`config.mk`:
```
export PLATFORM = sky130hd
export DESIGN_NAME = sfr_host
export DESIGN_NICKNAME = d
export VERILOG_FILES = /design/src/hw/sfr_pkg.sv /design/src/hw/sfr_apb_regs.sv /design/src/hw/sfr_host.sv
export SDC_FILE = /design/constraint.sdc
export NUM_CORES = 1
export LEC_CHECK = 0
export ABC_AREA = 1
export BUFFER_PORTS_ARGS = -buffer_cell sky130_fd_sc_hd__buf_2
export CAP_MARGIN = 20
export CORE_ASPECT_RATIO = 1.75
export CORE_MARGIN = 5
export CORE_UTILIZATION = 65
export CTS_BUF_LIST = sky130_fd_sc_hd__clkbuf_16
export CTS_CLUSTER_DIAMETER = 30
export DETAILED_ROUTE_END_ITERATION = 12
export GPL_TIMING_DRIVEN = 0
export HOLD_SLACK_MARGIN = 0.03
export PLACE_DENSITY = 0.95
export SLEW_MARGIN = 20
export SYNTH_ARGS = -nofsm -noshare
export SYNTH_HDL_FRONTEND = slang
export SYNTH_SLANG_ARGS = --single-unit
```
`constraint.sdc`:
```
create_clock -name clock_in -period 14.9 [get_ports clock_in]
set_input_delay 1.49 -clock clock_in [delete_from_list [all_inputs] [get_ports clock_in]]
set_output_delay 1.49 -clock clock_in [all_outputs]
set_load 0.1 [all_outputs]
```
`src/hw/sfr_pkg.sv`:
```
// constants shared by the flash read and reset host controller
`default_nettype none
package sfr_pkg;
  // register offsets (byte addresses)
  localparam logic [11:0] SFR_CTRL_OFS = 12'h000;
  localparam logic [11:0] SFR_ADDR_OFS = 12'h004;
  localparam logic [11:0] SFR_LEN_OFS = 12'h008;
  localparam logic [11:0] SFR_STAT_OFS = 12'h00C;
  localparam logic [11:0] SFR_DATA_OFS = 12'h010;
  // control fields
  localparam int SFR_CTRL_START_BIT = 0;
  localparam int SFR_CTRL_CMD_LSB = 8;
  localparam int SFR_CTRL_MODE_LSB = 16;
  localparam int SFR_CTRL_CONT_BIT = 24;
  // status fields
  localparam int SFR_STAT_BUSY_BIT = 0;
  localparam int SFR_STAT_VALID_BIT = 1;
  localparam int SFR_STAT_CONT_BIT = 2;
  // opcodes
  localparam logic [7:0] SFR_OP_RST_EN = 8'h66;
  localparam logic [7:0] SFR_OP_RST = 8'h99;
  localparam logic [7:0] SFR_OP_READ = 8'h03;
  localparam logic [7:0] SFR_OP_FAST = 8'h0B;
  localparam logic [7:0] SFR_OP_DOUT = 8'h3B;
  localparam logic [7:0] SFR_OP_QOUT = 8'h6B;
  localparam logic [7:0] SFR_OP_DIO = 8'hBB;
  localparam logic [7:0] SFR_OP_QIO = 8'hEB;
  localparam logic [7:0] SFR_OP_WQIO = 8'hE7;
  localparam logic [7:0] SFR_OP_WRAP = 8'h77;
  // continuous read: opcode_skip_select = 2'b10
  localparam logic [1:0] SFR_SKIP_SEL = 2'b10;
  localparam logic [7:0] SFR_MODE_SKIP = 8'h20;
  // timing
  localparam int SFR_CLK_MHZ = 50;
  localparam int SFR_RST_US = 300;
  localparam int SFR_RST_CYC = SFR_RST_US * SFR_CLK_MHZ;
  localparam int SFR_SCK_DIV = 4;
endpackage : sfr_pkg
`default_nettype wire

```
`src/hw/sfr_apb_regs.sv`:
```
// apb slave register file for the flash host controller
`default_nettype none
module sfr_apb_regs
  import sfr_pkg::*;
(
  input wire logic clock_in,
  input wire logic rst_in,
  input wire logic psel_in,
  input wire logic penable_in,
  input wire logic pwrite_in,
  input wire logic [11:0] paddr_in,
  input wire logic [31:0] pwdata_in,
  output logic [31:0] prdata_out,
  output logic pready_out,
  output logic pslverr_out,
  output logic start_out,
  output logic [7:0] cmd_out,
  output logic [7:0] mode_out,
  output logic cont_out,
  output logic [23:0] addr_out,
  output logic [15:0] len_out,
  input wire logic busy_in,
  input wire logic cont_state_in,
  input wire logic rx_valid_in,
  input wire logic [7:0] rx_data_in,
  output logic rx_pop_out
);
  typedef struct packed {
    logic [31:0] rdata;
    logic ready;
    logic err;
    logic start;
    logic [7:0] cmd;
    logic [7:0] mode;
    logic cont;
    logic [23:0] addr;
    logic [15:0] len;
    logic pop;
  } sfr_regs_t;
  sfr_regs_t s_q, s_d;
  logic acc;
  assign acc = psel_in && penable_in && !s_q.ready;
  always_comb begin
    s_d = s_q;
    s_d.ready = acc;
    s_d.err = 1'b0;
    s_d.start = 1'b0;
    s_d.pop = 1'b0;
    s_d.rdata = 32'h0000_0000;
    if (acc) begin
      case (paddr_in)
        SFR_CTRL_OFS: s_d.rdata = {7'h00, s_q.cont, s_q.mode, s_q.cmd, 8'h00};
        SFR_ADDR_OFS: s_d.rdata = {8'h00, s_q.addr};
        SFR_LEN_OFS: s_d.rdata = {16'h0000, s_q.len};
        SFR_STAT_OFS: begin
          s_d.rdata = {29'h0, cont_state_in, rx_valid_in, busy_in};
        end
        SFR_DATA_OFS: begin
          // reading pops the received byte
          s_d.rdata = {23'h0, rx_valid_in, rx_data_in};
          s_d.pop = !pwrite_in && rx_valid_in;
        end
        default: s_d.err = 1'b1;
      endcase
    end
    // writes land only at the edge where the master sees pready
    if (psel_in && penable_in && pwrite_in && s_q.ready) begin
      case (paddr_in)
        SFR_CTRL_OFS: begin
          s_d.start = pwdata_in[SFR_CTRL_START_BIT] && !busy_in;
          s_d.cmd = pwdata_in[SFR_CTRL_CMD_LSB +: 8];
          s_d.mode = pwdata_in[SFR_CTRL_MODE_LSB +: 8];
          s_d.cont = pwdata_in[SFR_CTRL_CONT_BIT];
        end
        SFR_ADDR_OFS: s_d.addr = pwdata_in[23:0];
        SFR_LEN_OFS: s_d.len = pwdata_in[15:0];
        default: s_d.addr = s_q.addr;
      endcase
    end
  end
  always_ff @(posedge clock_in or posedge rst_in) begin
    if (rst_in) s_q <= '0;
    else s_q <= s_d;
  end
  assign prdata_out = s_q.rdata;
  assign pready_out = s_q.ready;
  assign pslverr_out = s_q.err;
  assign start_out = s_q.start;
  assign cmd_out = s_q.cmd;
  assign mode_out = s_q.mode;
  assign cont_out = s_q.cont;
  assign addr_out = s_q.addr;
  assign len_out = s_q.len;
  assign rx_pop_out = s_q.pop;
endmodule : sfr_apb_regs
`default_nettype wire

```
`src/hw/sfr_host.sv`:
```
// spi flash host: reset pair, read family and wrap setting frames
//
// Design decisions made here: the placing of the registers and the APB interface to the registers.
`default_nettype none
module sfr_host
  import sfr_pkg::*;
#(
  parameter int RST_WAIT = SFR_RST_CYC
) (
  input wire logic clock_in,
  input wire logic rst_in,
  input wire logic psel_in,
  input wire logic penable_in,
  input wire logic pwrite_in,
  input wire logic [11:0] paddr_in,
  input wire logic [31:0] pwdata_in,
  output logic [31:0] prdata_out,
  output logic pready_out,
  output logic pslverr_out,
  output logic cs_n_out,
  output logic sck_out,
  input wire logic [3:0] io_in,
  output logic [3:0] io_out,
  output logic [3:0] io_oe_out
);
  typedef enum logic [2:0] {
    ST_IDLE = 3'b000,
    ST_SHIFT = 3'b001,
    ST_READ = 3'b010,
    ST_GAP = 3'b011,
    ST_WAIT = 3'b100
  } sfr_state_t;

  typedef struct packed {
    sfr_state_t st;
    logic [1:0] div;
    logic sck;
    logic cs_n;
    logic [3:0] io;
    logic [3:0] oe;
    logic [47:0] sh;
    logic [6:0] bits;
    logic [2:0] width;
    logic [3:0] dummy;
    logic [2:0] rwidth;
    logic [15:0] left;
    logic [7:0] rx;
    logic [3:0] rxbits;
    logic [7:0] rbyte;
    logic rvalid;
    logic cont;
    logic rst_armed;
    logic [31:0] wait_cnt;
  } sfr_host_t;

  sfr_host_t s_q, s_d;
  logic [3:0] io_m_q, io_s_q;
  logic start;
  logic [7:0] cmd, mode;
  logic cont_req, pop;
  logic [23:0] addr;
  logic [15:0] len;

  sfr_apb_regs u_regs (
    .clock_in(clock_in),
    .rst_in(rst_in),
    .psel_in(psel_in),
    .penable_in(penable_in),
    .pwrite_in(pwrite_in),
    .paddr_in(paddr_in),
    .pwdata_in(pwdata_in),
    .prdata_out(prdata_out),
    .pready_out(pready_out),
    .pslverr_out(pslverr_out),
    .start_out(start),
    .cmd_out(cmd),
    .mode_out(mode),
    .cont_out(cont_req),
    .addr_out(addr),
    .len_out(len),
    .busy_in(s_q.st != ST_IDLE),
    .cont_state_in(s_q.cont),
    .rx_valid_in(s_q.rvalid),
    .rx_data_in(s_q.rbyte),
    .rx_pop_out(pop)
  );

  // data lines come from the flash, synchronise before use
  always_ff @(posedge clock_in or posedge rst_in) begin
    if (rst_in) begin
      io_m_q <= 4'h0;
      io_s_q <= 4'h0;
    end else begin
      io_m_q <= io_in;
      io_s_q <= io_m_q;
    end
  end

  // bits per clock of the address phase for a given opcode
  function automatic logic [2:0] addr_width(input logic [7:0] op);
    case (op)
      SFR_OP_DIO: addr_width = 3'd2;
      SFR_OP_QIO, SFR_OP_WQIO: addr_width = 3'd4;
      default: addr_width = 3'd1;
    endcase
  endfunction : addr_width

  function automatic logic [2:0] data_width(input logic [7:0] op);
    case (op)
      SFR_OP_DOUT, SFR_OP_DIO: data_width = 3'd2;
      SFR_OP_QOUT, SFR_OP_QIO, SFR_OP_WQIO: data_width = 3'd4;
      default: data_width = 3'd1;
    endcase
  endfunction : data_width

  // line enables for one chunk of the shift register
  function automatic logic [3:0] lane_oe(input logic [2:0] w);
    case (w)
      3'd4: lane_oe = 4'hF;
      3'd2: lane_oe = 4'h3;
      default: lane_oe = 4'h1;
    endcase
  endfunction : lane_oe

  // msb-first chunk of the shift register placed on the lines
  function automatic logic [3:0] lane_io(input logic [47:0] sh, input logic [2:0] w);
    case (w)
      3'd4: lane_io = sh[47:44];
      3'd2: lane_io = {2'b00, sh[47:46]};
      default: lane_io = {3'b000, sh[47]};
    endcase
  endfunction : lane_io

  logic tick, rise_tick, fall_tick;
  assign tick = (s_q.div == 2'(SFR_SCK_DIV / 2 - 1));
  assign rise_tick = tick && !s_q.sck;
  assign fall_tick = tick && s_q.sck;

  always_comb begin
    logic [2:0] aw;
    logic is_mode_op, skip;
    aw = addr_width(cmd);
    is_mode_op = (cmd == SFR_OP_DIO) || (cmd == SFR_OP_QIO) || (cmd == SFR_OP_WQIO);
    skip = s_q.cont && is_mode_op;
    s_d = s_q;
    if (pop) s_d.rvalid = 1'b0;
    case (s_q.st)
      ST_IDLE: begin
        s_d.cs_n = 1'b1;
        s_d.sck = 1'b0;
        s_d.oe = 4'h0;
        s_d.div = 2'd0;
        if (start) begin
          s_d.cs_n = 1'b0;
          s_d.st = ST_SHIFT;
          s_d.rwidth = data_width(cmd);
          s_d.left = len;
          s_d.dummy = 4'd0;
          if (cmd == SFR_OP_RST_EN || cmd == SFR_OP_RST) begin
            // each opcode in its own frame
            s_d.sh = {cmd, 40'h0};
            s_d.bits = 7'd8;
            s_d.width = 3'd1;
            s_d.left = 16'd0;
          end else if (cmd == SFR_OP_WRAP) begin
            // opcode, 24 dummy bits, wrap byte
            s_d.sh = {cmd, 24'h000000, mode, 8'h00};
            s_d.bits = 7'd40;
            s_d.width = 3'd1;
            s_d.left = 16'd0;
          end else if (is_mode_op) begin
            s_d.width = aw;
            s_d.sh = skip ? {addr, cont_req ? SFR_MODE_SKIP : mode, 16'h0}
                          : {cmd, addr, cont_req ? SFR_MODE_SKIP : mode, 8'h0};
            s_d.bits = skip ? 7'd32 : 7'd40;
            s_d.dummy = (cmd == SFR_OP_QIO) ? 4'd4 : (cmd == SFR_OP_WQIO) ? 4'd2 : 4'd0;
            if (cmd == SFR_OP_WQIO) s_d.sh[skip ? 24 : 16] = 1'b0;
          end else begin
            // single line header, dummy byte for fast ones
            s_d.width = 3'd1;
            s_d.sh = {cmd, addr, 16'h0};
            s_d.bits = (cmd == SFR_OP_READ) ? 7'd32 : 7'd40;
          end
          if (s_d.width == 3'd1 || !skip) s_d.width = 3'd1;
          // first chunk stands before the first rising clock edge
          s_d.io = lane_io(s_d.sh, s_d.width);
          s_d.oe = lane_oe(s_d.width);
        end
      end
      ST_SHIFT: begin
        s_d.div = tick ? 2'd0 : s_q.div + 2'd1;
        if (tick) s_d.sck = !s_q.sck;
        if (fall_tick && s_q.bits != 7'd0) begin
          s_d.sh = s_q.sh << s_q.width;
          s_d.bits = s_q.bits - 7'(s_q.width);
          // opcode sent serially, then multi-line phase
          if (s_q.bits == 7'd33 && addr_width(cmd) != 3'd1) begin
            s_d.width = addr_width(cmd);
          end
          // next chunk changes while the clock is low
          s_d.io = lane_io(s_d.sh, s_d.width);
          s_d.oe = lane_oe(s_d.width);
        end
        if (fall_tick && s_q.bits == 7'(s_q.width)) begin
          // release lines for dummies and data
          s_d.oe = 4'h0;
          s_d.bits = 7'd0;
          if (s_q.left == 16'd0) s_d.st = ST_GAP;
          else if (s_q.dummy != 4'd0) s_d.st = ST_SHIFT;
          else s_d.st = ST_READ;
        end
        if (fall_tick && s_q.bits == 7'd0) begin
          if (s_q.dummy > 4'd1) s_d.dummy = s_q.dummy - 4'd1;
          else begin
            s_d.dummy = 4'd0;
            s_d.st = ST_READ;
          end
        end
      end
      ST_READ: begin
        // device streams; host stops after len bytes
        s_d.div = tick ? 2'd0 : s_q.div + 2'd1;
        if (tick && !(s_q.rvalid && !pop && rise_tick)) s_d.sck = !s_q.sck;
        if (tick && s_q.rvalid && !pop && rise_tick) s_d.div = s_q.div;
        // sample mid high phase: data needs the two sync flops
        if (s_q.sck && s_q.div == 2'd0) begin
          s_d.rx = (s_q.rwidth == 3'd4) ? {s_q.rx[3:0], io_s_q} :
                   (s_q.rwidth == 3'd2) ? {s_q.rx[5:0], io_s_q[1:0]} :
                   {s_q.rx[6:0], io_s_q[1]};
          s_d.rxbits = s_q.rxbits + 4'(s_q.rwidth);
          if (s_d.rxbits == 4'd8) begin
            s_d.rbyte = s_d.rx;
            s_d.rvalid = 1'b1;
            s_d.rxbits = 4'd0;
            s_d.left = s_q.left - 16'd1;
            if (s_q.left == 16'd1) s_d.st = ST_GAP;
          end
        end
      end
      ST_GAP: begin
        s_d.sck = 1'b0;
        s_d.cs_n = 1'b1;
        s_d.oe = 4'h0;
        s_d.rxbits = 4'd0;
        if (cmd == SFR_OP_DIO || cmd == SFR_OP_QIO || cmd == SFR_OP_WQIO) begin
          s_d.cont = cont_req || (mode[5:4] == SFR_SKIP_SEL);
        end
        s_d.rst_armed = (cmd == SFR_OP_RST_EN);
        if (cmd == SFR_OP_RST && s_q.rst_armed) begin
          s_d.cont = 1'b0;
          s_d.wait_cnt = 32'(RST_WAIT);
          s_d.st = ST_WAIT;
        end else begin
          s_d.st = ST_IDLE;
        end
      end
      ST_WAIT: begin
        s_d.wait_cnt = s_q.wait_cnt - 32'd1;
        if (s_q.wait_cnt <= 32'd1) s_d.st = ST_IDLE;
      end
      default: s_d.st = ST_IDLE;
    endcase
  end

  always_ff @(posedge clock_in or posedge rst_in) begin
    if (rst_in) begin
      s_q <= '0;
      s_q.st <= ST_IDLE;
      s_q.cs_n <= 1'b1;
    end else begin
      s_q <= s_d;
    end
  end

  assign cs_n_out = s_q.cs_n;
  assign sck_out = s_q.sck;
  assign io_out = s_q.io;
  assign io_oe_out = s_q.oe;
endmodule : sfr_host
`default_nettype wire

```
==> results of run 1 <==
worst max-delay path by stage:
stage | slack, ps | cells after the start | end
floorplan | 6740 | 1 | io_m_q[0]
global placement | 4420 | 2 | io_out[0]
detailed placement | 11510 | 9 | u_regs.start_out
CTS | 11910 | 1 | cs_n_out
global route | 11710 | 11 | u_regs.prdata_out[14]
finish | 11820 | 11 | u_regs.prdata_out[14]
cells by family (layout without fill, tap and decap cells):
kind of cell	count (synthesis)	count (layout)
DFF	243	243
and+or+nand+nor	848	848
buffers and inverters	289	434
other	1	7
xor gates and xnor gates	6	6
AOI/OAI and AO/OA	429	429
muxes	7	7
adders and majority gates	14	14
report_power, final:
group	internal (mW)	total (mW)	switching [mW]
Sequential	0.662	0.662	0.000619
Combinational	0.00850	0.0404	0.0319
Clock	0.510	0.836	0.325
Total	1.18	1.54	0.358
registers in the layout, summed over array words and instances, names as in the netlist:
signal / count
u_regs.pslverr_out: 1
cs_n_out: 1
u_regs.mode_out: 8
u_regs.rx_pop_out: 1
s_q: 140
u_regs.start_out: 1
u_regs.addr_out: 24
io_out: 4
io_m_q: 4
u_regs.prdata_out: 25
u_regs.cont_out: 1
u_regs.len_out: 16
io_oe_out: 3
u_regs.cmd_out: 8
io_s_q: 4
u_regs.pready_out: 1
sck_out: 1
per-stage QoR:
stage | hold WS [ps] | cells | setup WS [ps] | instance area [um^2]
final | 352 | 2243 | 11820 | 15900
after global routing | 366 | 2243 | 11710 | 15900
after CTS | 352 | 2243 | 11910 | 15900
after detailed placement | 338 | 2182 | 11510 | 14700
after global placement | 335 | 2180 | 4420 | 14700
after floorplan | 331 | 1843 | 6740 | 13900
layout by cell type, fill, tap and decap left out, types with 7 or more instances in the layout:
cell	count
inv_6	7
buf_2	107
nand4_1	33
conb_1	7
inv_2	15
o211ai_1	35
o21ai_0	185
dfrtp_1	242
nand3_1	125
o21ai_1	15
nand2_2	10
ha_1	12
nor2_2	11
nand2_1	385
a21oi_1	77
clkbuf_1	38
o22ai_1	30
a221oi_1	8
mux2i_1	7
or2_2	8
nor3_1	19
a31oi_1	32
buf_4	24
clkbuf_16	37
a211oi_1	10
nor2_1	225
inv_1	175
layer usage:
layer | wire length, um | vias up
met3 | 4270 | 375
met2 | 23800 | 1001
met1 | 14800 | 6698
li1 | - | 6429
met5 | 0 | -
met4 | 4900 | 0
cell type report:
class | count | area [um^2] | area share (%)
multi-input cells | 1311 | 6590 | 41.4
flip-flops and latches | 243 | 6080 | 38.2
clock inverters | 24 | 245 | 1.54
repair buffers | 84 | 465 | 2.93
well taps | 255 | 319 | 2.01
inverters | 193 | 739 | 4.65
plain buffers | 96 | 536 | 3.37
clock buffers | 37 | 926 | 5.82
==> out/qor.csv, run 1 <==
metric;value;unit
mux contribution to synthesized area;0.503;%
CP Launch Type;input pin;
Max stage delay on crit path;760;ps
synthesized instance count;1837;
top-count cell post-synth;nand2_1;
Hold Buf Count CTS;0;
placer congestion estimate;1.02;
routed wire length;47800;um
reg2reg start;s_q[79];
# setup viols final;0;
I/O pin count;97;
post-route minimum period;3080;ps
drt pass-1 iters;7;
layout cell share with drive strength beyond 1;13.6;%
DRC;0;
# rows;71;
Pleak;7.65;nW
largest net degree at the start of global routing;107;
Nets;2031;
Synth Flop Type;dfrtp_1;
Worst VDD drop;0.0929;mV
GR Util met2;67.9;%
Die Y;204;um
hpwl dp;33800;um
die area;24600;um^2
deepest clock path buffer count;3;
PortBufs;82;
GRT Residual Overflow;0;
hold_sp;io_m_q[3];
Post-Synth Simple-Gate Area;26.9;%
Critical R2R Capture;s_q[83];
clk_skew;22.3;ps
CTS tree;done;
H-tree depth;2;
main area contributors after synthesis;dfrtp_1 (44%), nand2_1 (10%), o21ai_0 (6.7%), nor2_1 (6.1%), inv_1 (4.6%);
post-synthesis cell type count;64;
Starting Density;65.3;%
hold endpoint;io_s_q[3];
CP max stage cell;a221oi_1;
Sink Count;243;
Synth Area per Inst;7.58;um^2
WP buf/inv;5;
Worst Setup SP;paddr_in[7];
met3 usage;9.85;%
adder-cell share of the synthesized area;1.37;%
HP Class;reg -> reg;
Pwr Density;96.7;nW/um^2
RSZ-0062 raised after global routing;no;
starting DRC count in detailed routing;1581;
# diodes;0;
Least-Margin Pin Slew;1050;ps
hold depth;0;
post-synthesis cell area;13900;um^2
Worst setup EP type;flip-flop;
post-CTS sizing;0;
first-pass GRT wire length;75600;um
Routed Antenna Nets;0;
Core Box Area;21300;um^2
status;complete, no violations;
Clk Latency, worst-skew pair;520;ps
post-synth top area share;43.5;%
post-synthesis xor/xnor area fraction;0.378;%
critical path type;in -> reg;
Slew Limit Headroom;29.2;%
worst r2r path cells;10;
Root Buffer;clkbuf_16;
met1 Track Usage GR;38.8;%
most used cell, CP;nor2_1;
vias per cell;6.47;
gr usage total;39.3;%
asr flop ratio synth;100;%
Critical Path Fanout Max;10;
Setup Buffers After CTS;0;
die width;121;um
Ys Warns;0;
Area Overhead vs Synth;14.3;%
Via Count;14500;
clock slew at reported path FFs;60;ps
CP top delay family;buffers and inverters;
Overall Power;1.54;mW
CP cell instances;buf_2 -> nor2_1 -> inv_1 -> nor2_1 -> nand2_1 -> inv_1 -> nand3_1 -> clkinv_1 -> clkbuf_1 -> a221oi_1 -> nor2_1;
number of synthesized flops with an enable pin;0;
main combinational cell family by area after synthesis;simple AND/OR/NAND/NOR gates;
post-layout util;74.6;%
Layout fillers;1552;
Final Hold Viols;0;
post-route setup TNS;0;ps
CP required;15270;ps
DR WL/cell;21.3;um
Seq/Total Area, Yosys;43.7;%
Tcrit/Tclk final;20.7;%
Synth top cells by count;nand2_1 (385), dfrtp_1 (242), nor2_1 (225), o21ai_0 (185), inv_1 (172);
r2r setup slk;12130;ps
Critical Path AT;3460;ps
Yosys top cell by area;dfrtp_1;
post-synthesis compound-gate area fraction;18.0;%
Highest Clock Rate;325;MHz
Max Transition Viols Final;0;
max cap viols;0;
GRT busiest layer;met2;
synthesis-stage register bit count;243;
initial antenna violation count;0;
vias in the first global route;14800;
CTS buffer count;35;
(Power assumes the default switching activity.)
==> inputs of run 2 (changes only) <==
--- a/config.mk
+++ b/config.mk
@@ -10,13 +10,13 @@
 export CAP_MARGIN = 20
 export CORE_ASPECT_RATIO = 1.75
 export CORE_MARGIN = 5
-export CORE_UTILIZATION = 65
+export CORE_UTILIZATION = 55
 export CTS_BUF_LIST = sky130_fd_sc_hd__clkbuf_16
 export CTS_CLUSTER_DIAMETER = 30
 export DETAILED_ROUTE_END_ITERATION = 12
 export GPL_TIMING_DRIVEN = 0
 export HOLD_SLACK_MARGIN = 0.03
-export PLACE_DENSITY = 0.95
+export PLACE_DENSITY = 0.88
 export SLEW_MARGIN = 20
 export SYNTH_ARGS = -nofsm -noshare
 export SYNTH_HDL_FRONTEND = slang
==> constraint.sdc (replaced) <==
create_clock -name clock_in -period 2.75 [get_ports clock_in]
set_input_delay 0.275 -clock clock_in [delete_from_list [all_inputs] [get_ports clock_in]]
set_output_delay 0.275 -clock clock_in [all_outputs]
set_load 0.1 [all_outputs]
==> out/qor.csv, run 2 (synthesized netlist as in run 1, its figures left out) <==
metric;value;unit;change
HP Class;in -> reg;;was reg -> reg
commonest cells after routing, fill and taps aside;nand2_1 (385), dfrtp_1 (242), nor2_1 (225), o21ai_0 (185), inv_1 (172);;was nand2_1 (385), dfrtp_1 (242), nor2_1 (225), o21ai_0 (185), inv_1 (175)
post-route minimum period;2610;ps;
DR WL/cell;20.6;um;was 21.3 um
# setup viols final;0;;unchanged
# diodes;0;;unchanged
drt pass-1 iters;6;;was 7
RSZ-0062 raised after global routing;yes;;was no
Area Overhead vs Synth;16.7;%;was 14.3%
hold_sp;pwdata_in[23];;was io_m_q[3]
Die Y;220;um;was 204 um
Setup Buffers After CTS;0;;unchanged
vias per cell;6.29;;was 6.47
vias in the first global route;14800;;about the same
die area;28700;um^2;was 24600 um^2
largest net degree at the start of global routing;37;;was 107
Least-Margin Pin Slew;783;ps;was 1050 ps
Biggest register;s_q;;unchanged
Clk Latency, worst-skew pair;530;ps;was 520 ps
H-tree depth;2;;unchanged
Starting Density;55.4;%;was 65.3%
CP Launch Type;flip-flop;;was input pin
PortBufs;82;;unchanged
worst r2r path cells;12;;was 10
Critical Path Fanout Max;10;;unchanged
Slew Limit Headroom;47.8;%;was 29.2%
pre-CTS setup slack;77.7;ps;was 11510 ps
DRC;0;;unchanged
Sink Count;243;;unchanged
reg2reg start;s_q[71];;was s_q[79]
Final Hold Viols;0;;unchanged
Critical Path AT;3040;ps;was 3460 ps
Critical R2R Capture;s_q[59];;was s_q[83]
hpwl dp;34800;um;was 33800 um
CTS buffer count;36;;was 35
# rows;77;;was 71
Psw;2.03;mW;was 358 uW
I/O pin count;97;;unchanged
post-route setup TNS;0;ps;unchanged
GRT busiest layer;met2;;unchanged
status;complete, no violations;;unchanged
Routed Antenna Nets;0;;unchanged
commonest non-fill, non-tap cell in the layout;nand2_1;;unchanged
GRT Residual Overflow;0;;unchanged
share of total power in the clock network;55.2;%;was 54.3%
hold depth;3;;was 0
met1 Track Usage GR;34.0;%;was 38.8%
max cap viols;0;;unchanged
r2r setup slk;140;ps;was 12130 ps
critical path type;reg -> reg;;was in -> reg
Highest Clock Rate;383;MHz;
clk_skew;32.3;ps;was 22.3 ps
Via Count;14600;;was 14.5k
layout cell share with drive strength beyond 1;14.0;%;was 13.6%
PnR worst setup slack;140;ps;was 11820 ps
Worst setup EP type;flip-flop;;unchanged
CP required;3180;ps;was 15270 ps
Fin Hold WS;40.1;ps;was 352 ps
clock slew at reported path FFs;70;ps;was 60 ps
sw frac;23.7;%;was 23.3%
register share of total power;41.9;%;was 43.1%
Power Internal;6.54;mW;was 1.18 mW
gr usage total;34.2;%;was 39.3%
max reg flops;140;;unchanged
placer congestion estimate;1.03;;was 1.02
met3 usage;6.76;%;was 9.85%
Tcrit/Tclk final;94.9;%;
Nets;2048;;was 2031
Layout fillers;2034;;was 1552
routed wire length;48000;um;was 47800 um
CTS tree;done;;unchanged
GR Util met2;59.4;%;was 67.9%
deepest clock path buffer count;3;;unchanged
Pwr Density;528;nW/um^2;was 96.7 nW/um^2
Worst VDD drop;0.577;mV;was 0.0929 mV
Core Box Area;25100;um^2;was 21300 um^2
combinational share of power;2.9;%;was 2.6%
Max Transition Viols Final;0;;unchanged
Root Buffer;clkbuf_16;;unchanged
die width;130;um;was 121 um
post-layout util;64.6;%;was 74.6%
starting DRC count in detailed routing;1348;;was 1581
hold endpoint;u_regs.addr_out[23];;was io_s_q[3]
initial antenna violation count;0;;unchanged
Pleak;7.75;nW;was 7.65 nW
first-pass GRT wire length;76300;um;was 75600 um
==> run 2: cell count changes in the layout (fill, tap and decap cells not counted), sizes merged <==
cell         delta
buf             +6
bufinv          +1
clkinv          +2
clkinvlp        +3
dlygate4sd3    +10
inv             -1
==> run 2: power groups by stage <==
stage          sequential (mW)  combinational [mW]  clock, mW
6_report                  3.59               0.247       4.74
5_1_grt                   3.59               0.271       4.91
3_5_place_dp              3.65               0.235          0
2_1_floorplan             3.67               0.123          0
3_3_place_gp              3.65               0.203          0
4_1_cts                   3.59               0.247       4.73
==> run 2: metrics by stage <==
| stage | std cells | instance area [um^2] | power (mW) |
|---|---|---|---|
| 3_3_place_gp | 2241 | 14800 | 3.86 |
| 6_report | 2325 | 16200 | 8.57 |
| 2_1_floorplan | 1843 | 13900 | 3.79 |
| 3_5_place_dp | 2249 | 14900 | 3.89 |
| 5_1_grt | 2325 | 16200 | 8.76 |
| 4_1_cts | 2325 | 16200 | 8.56 |
==> run 2: per-layer routing <==
layer / part of all wire (%) / vias to the layer above
li1: - / 6447
met1: 32 / 6862
met2: 50 / 984
met3: 7.8 / 331
met4: 10 / 0
met5: 0 / -
==> run 2: worst max-delay path, cell delays in order, from the launching register on <==
cell     delay (ps)
dfrtp_1         410
ha_1            230
fa_1            400
xnor2_1         210
nand3_1         120
nor2_1          120
inv_1            60
nor2_2          220
nor2_2          130
inv_2           170
buf_4           200
nor2_1           50
a31oi_1         200
==> run 2: repair_timing <==
item,CTS,global route
hold buffers,10,0
endpoints found under the setup margin,0,12
resized for setup,0,3
hold endpoints to repair,25,0
==> run 2: area by class of cell <==
cell class	count	area, um^2	area share, %
Buffer	96	542	3.33
Clock buffer	37	926	5.70
Clock inverter	29	302	1.86
Inverter	193	736	4.53
Multi-Input combinational cell	1311	6590	40.6
Sequential cell	243	6080	37.4
Tap cell	316	395	2.43
Timing Repair Buffer	100	671	4.13
==> run 2: worst max path at each step <==
stage	cells past startpoint	end	startpoint	slack (ps)
final	12	s_q[59]	s_q[71]	140
after global routing	13	s_q[86]	s_q[79]	1
after CTS	13	io_oe_out[2]	s_q[79]	50
after detailed placement	13	s_q[86]	s_q[79]	80
after global placement	2	s_q[14]	rst_in	-2070
after floorplan	1	io_m_q[0]	rst_in	-710
==> inputs of run 3 (changes only) <==
--- a/config.mk
+++ b/config.mk
@@ -16,7 +16,7 @@
 export DETAILED_ROUTE_END_ITERATION = 12
 export GPL_TIMING_DRIVEN = 0
 export HOLD_SLACK_MARGIN = 0.03
-export PLACE_DENSITY = 0.88
+export PLACE_DENSITY = 0.77
 export SLEW_MARGIN = 20
 export SYNTH_ARGS = -nofsm -noshare
 export SYNTH_HDL_FRONTEND = slang
==> out/qor.csv, run 3 (synthesized netlist as in run 1, its figures left out) <==
metric;value;unit;change
Sink Count;243;;unchanged
Worst VDD drop;0.495;mV;was 0.577 mV
CP Launch Type;flip-flop;;unchanged
# diodes;0;;unchanged
PortBufs;82;;unchanged
# rows;77;;unchanged
DR WL/cell;20.2;um;was 20.6 um
Via Count;13800;;was 14.6k
layout cell share with drive strength beyond 1;14.1;%;was 14.0%
final instance area;16400;um^2;was 16200 um^2
GRT busiest layer;met2;;unchanged
clk_skew;17.3;ps;was 32.3 ps
Cell Area, Placed;14900;um^2;unchanged
Area Overhead vs Synth;17.7;%;was 16.7%
GRT Residual Overflow;0;;unchanged
drt pass-1 iters;6;;unchanged
Starting Density;55.4;%;unchanged
Psw;2.06;mW;was 2.03 mW
DRC;0;;unchanged
Overall Power;8.75;mW;was 8.57 mW
GR Util met2;60.7;%;was 59.4%
max reg flops;140;;unchanged
# setup viols final;0;;unchanged
Pleak;7.81;nW;was 7.75 nW
vias per cell;5.92;;was 6.29
die width;130;um;unchanged
sw frac;23.5;%;was 23.7%
critical path type;reg -> reg;;unchanged
Final Hold Viols;0;;unchanged
Nets;2057;;was 2048
Max Transition Viols Final;0;;unchanged
Critical Path Fanout Max;10;;unchanged
HP Class;in -> reg;;unchanged
met1 Track Usage GR;34.3;%;was 34.0%
RSZ-0062 raised after global routing;no;;was yes
initial antenna violation count;0;;unchanged
register share of total power;41.1;%;was 41.9%
Least-Margin Pin Slew;805;ps;was 783 ps
combinational share of power;2.9;%;about the same
Highest Clock Rate;392;MHz;was 383 MHz
gr usage total;33.6;%;was 34.2%
starting DRC count in detailed routing;1065;;was 1348
Worst setup EP type;flip-flop;;unchanged
I/O pin count;97;;unchanged
Pwr Density;534;nW/um^2;was 528 nW/um^2
deepest clock path buffer count;3;;unchanged
die area;28700;um^2;unchanged
H-tree depth;2;;unchanged
Biggest register;s_q;;unchanged
largest net degree at the start of global routing;34;;was 37
routed wire length;47200;um;was 48000 um
first-pass GRT wire length;74600;um;was 76300 um
Tcrit/Tclk final;92.8;%;was 94.9%
Clk Latency, worst-skew pair;540;ps;was 530 ps
hpwl dp;35600;um;was 34800 um
CTS tree;done;;unchanged
Critical Path AT;2950;ps;was 3040 ps
CTS buffer count;40;;was 36
placer congestion estimate;1.01;;was 1.03
post-route minimum period;2550;ps;was 2610 ps
clock slew at reported path FFs;60;ps;was 70 ps
commonest non-fill, non-tap cell in the layout;nand2_1;;unchanged
Setup Buffers After CTS;0;;unchanged
Root Buffer;clkbuf_16;;unchanged
commonest cells after routing, fill and taps aside;nand2_1 (385), dfrtp_1 (242), nor2_1 (225), o21ai_0 (185), inv_1 (175);;was nand2_1 (385), dfrtp_1 (242), nor2_1 (225), o21ai_0 (185), inv_1 (172)
Die Y;220;um;unchanged
max cap viols;0;;unchanged
met3 usage;5.48;%;was 6.76%
Routed Antenna Nets;0;;unchanged
share of total power in the clock network;56.1;%;was 55.2%
vias in the first global route;14300;;was 14.8k
Core Box Area;25100;um^2;unchanged
Slew Limit Headroom;46.3;%;was 47.8%
CP required;3150;ps;was 3180 ps
Power Internal;6.69;mW;was 6.54 mW
status;complete, no violations;;unchanged
run 3: what timing repair did:
action,4_1_cts,5_1_grt
hold buffers,15,0
endpoints found under the hold margin,80,0
resized for setup,0,5
setup endpoints to repair,0,22
run 3: path summary, 6_finish.rpt:
kind | from | to | slack [ps] | cells past startpoint
setup reg to reg | s_q[71] | s_q[67] | 200 | 11
min in group asynchronous | rst_in | s_q[103] | 260 | 3
max in group asynchronous | rst_in | s_q[148] | 1300 | 7
hold / removal | pwdata_in[23] | u_regs.addr_out[23] | 40 | 3
hold reg to reg | io_m_q[1] | io_s_q[1] | 350 | 0
setup / recovery | s_q[71] | s_q[67] | 200 | 11
run 3: area by class of cell:
cell class                 instances  area (um^2)
fill                            2176         8760
multi-input combinational       1311         6600
sequential                       243         6080
clock buffer                      41         1030
inverter                         193          736
timing repair buffer             105          721
buffer                            96          542
tap                              316          395
clock inverter                    31          277
run 3: critical path, stage by stage (launching register included):
cell and delay [ps]:
dfrtp_1 410, ha_1 230, fa_1 380, xnor2_1 220, nand3_1 150, nor2_1 130
inv_1 80, nor2_4 170, nor2_2 110, inv_2 160, buf_2 260, a31oi_1 110
run 3: layer usage:
layer | part of all wire (%) | up-vias
li1 | - | 6479
met1 | 34 | 6562
met2 | 53 | 567
met3 | 5.1 | 223
met4 | 8.2 | 0
met5 | 0 | -
run 3: power by group through the flow:
stage | registers (mW) | logic, mW | clock network, mW
2_1_floorplan | 3.67 | 0.123 | 0
3_3_place_gp | 3.65 | 0.203 | 0
3_5_place_dp | 3.65 | 0.234 | 0
4_1_cts | 3.59 | 0.251 | 4.93
5_1_grt | 3.59 | 0.275 | 5.10
6_report | 3.59 | 0.249 | 4.91
run 3: metrics by stage:
step | setup slack, ps | setup TNS [ps] | utilization, % | hold slack, ps | cells
floorplan | -714 | -172780 | - | 306 | 1843
global placement | -2140 | -509980 | 58.7 | 333 | 2241
detailed placement | 72.0 | 0 | 59.3 | 260 | 2249
CTS | 59.0 | 0 | 65.1 | 30.1 | 2336
global route | 9.71 | 0 | 65.1 | 46.6 | 2336
finish | 198 | 0 | 65.1 | 42.4 | 2336
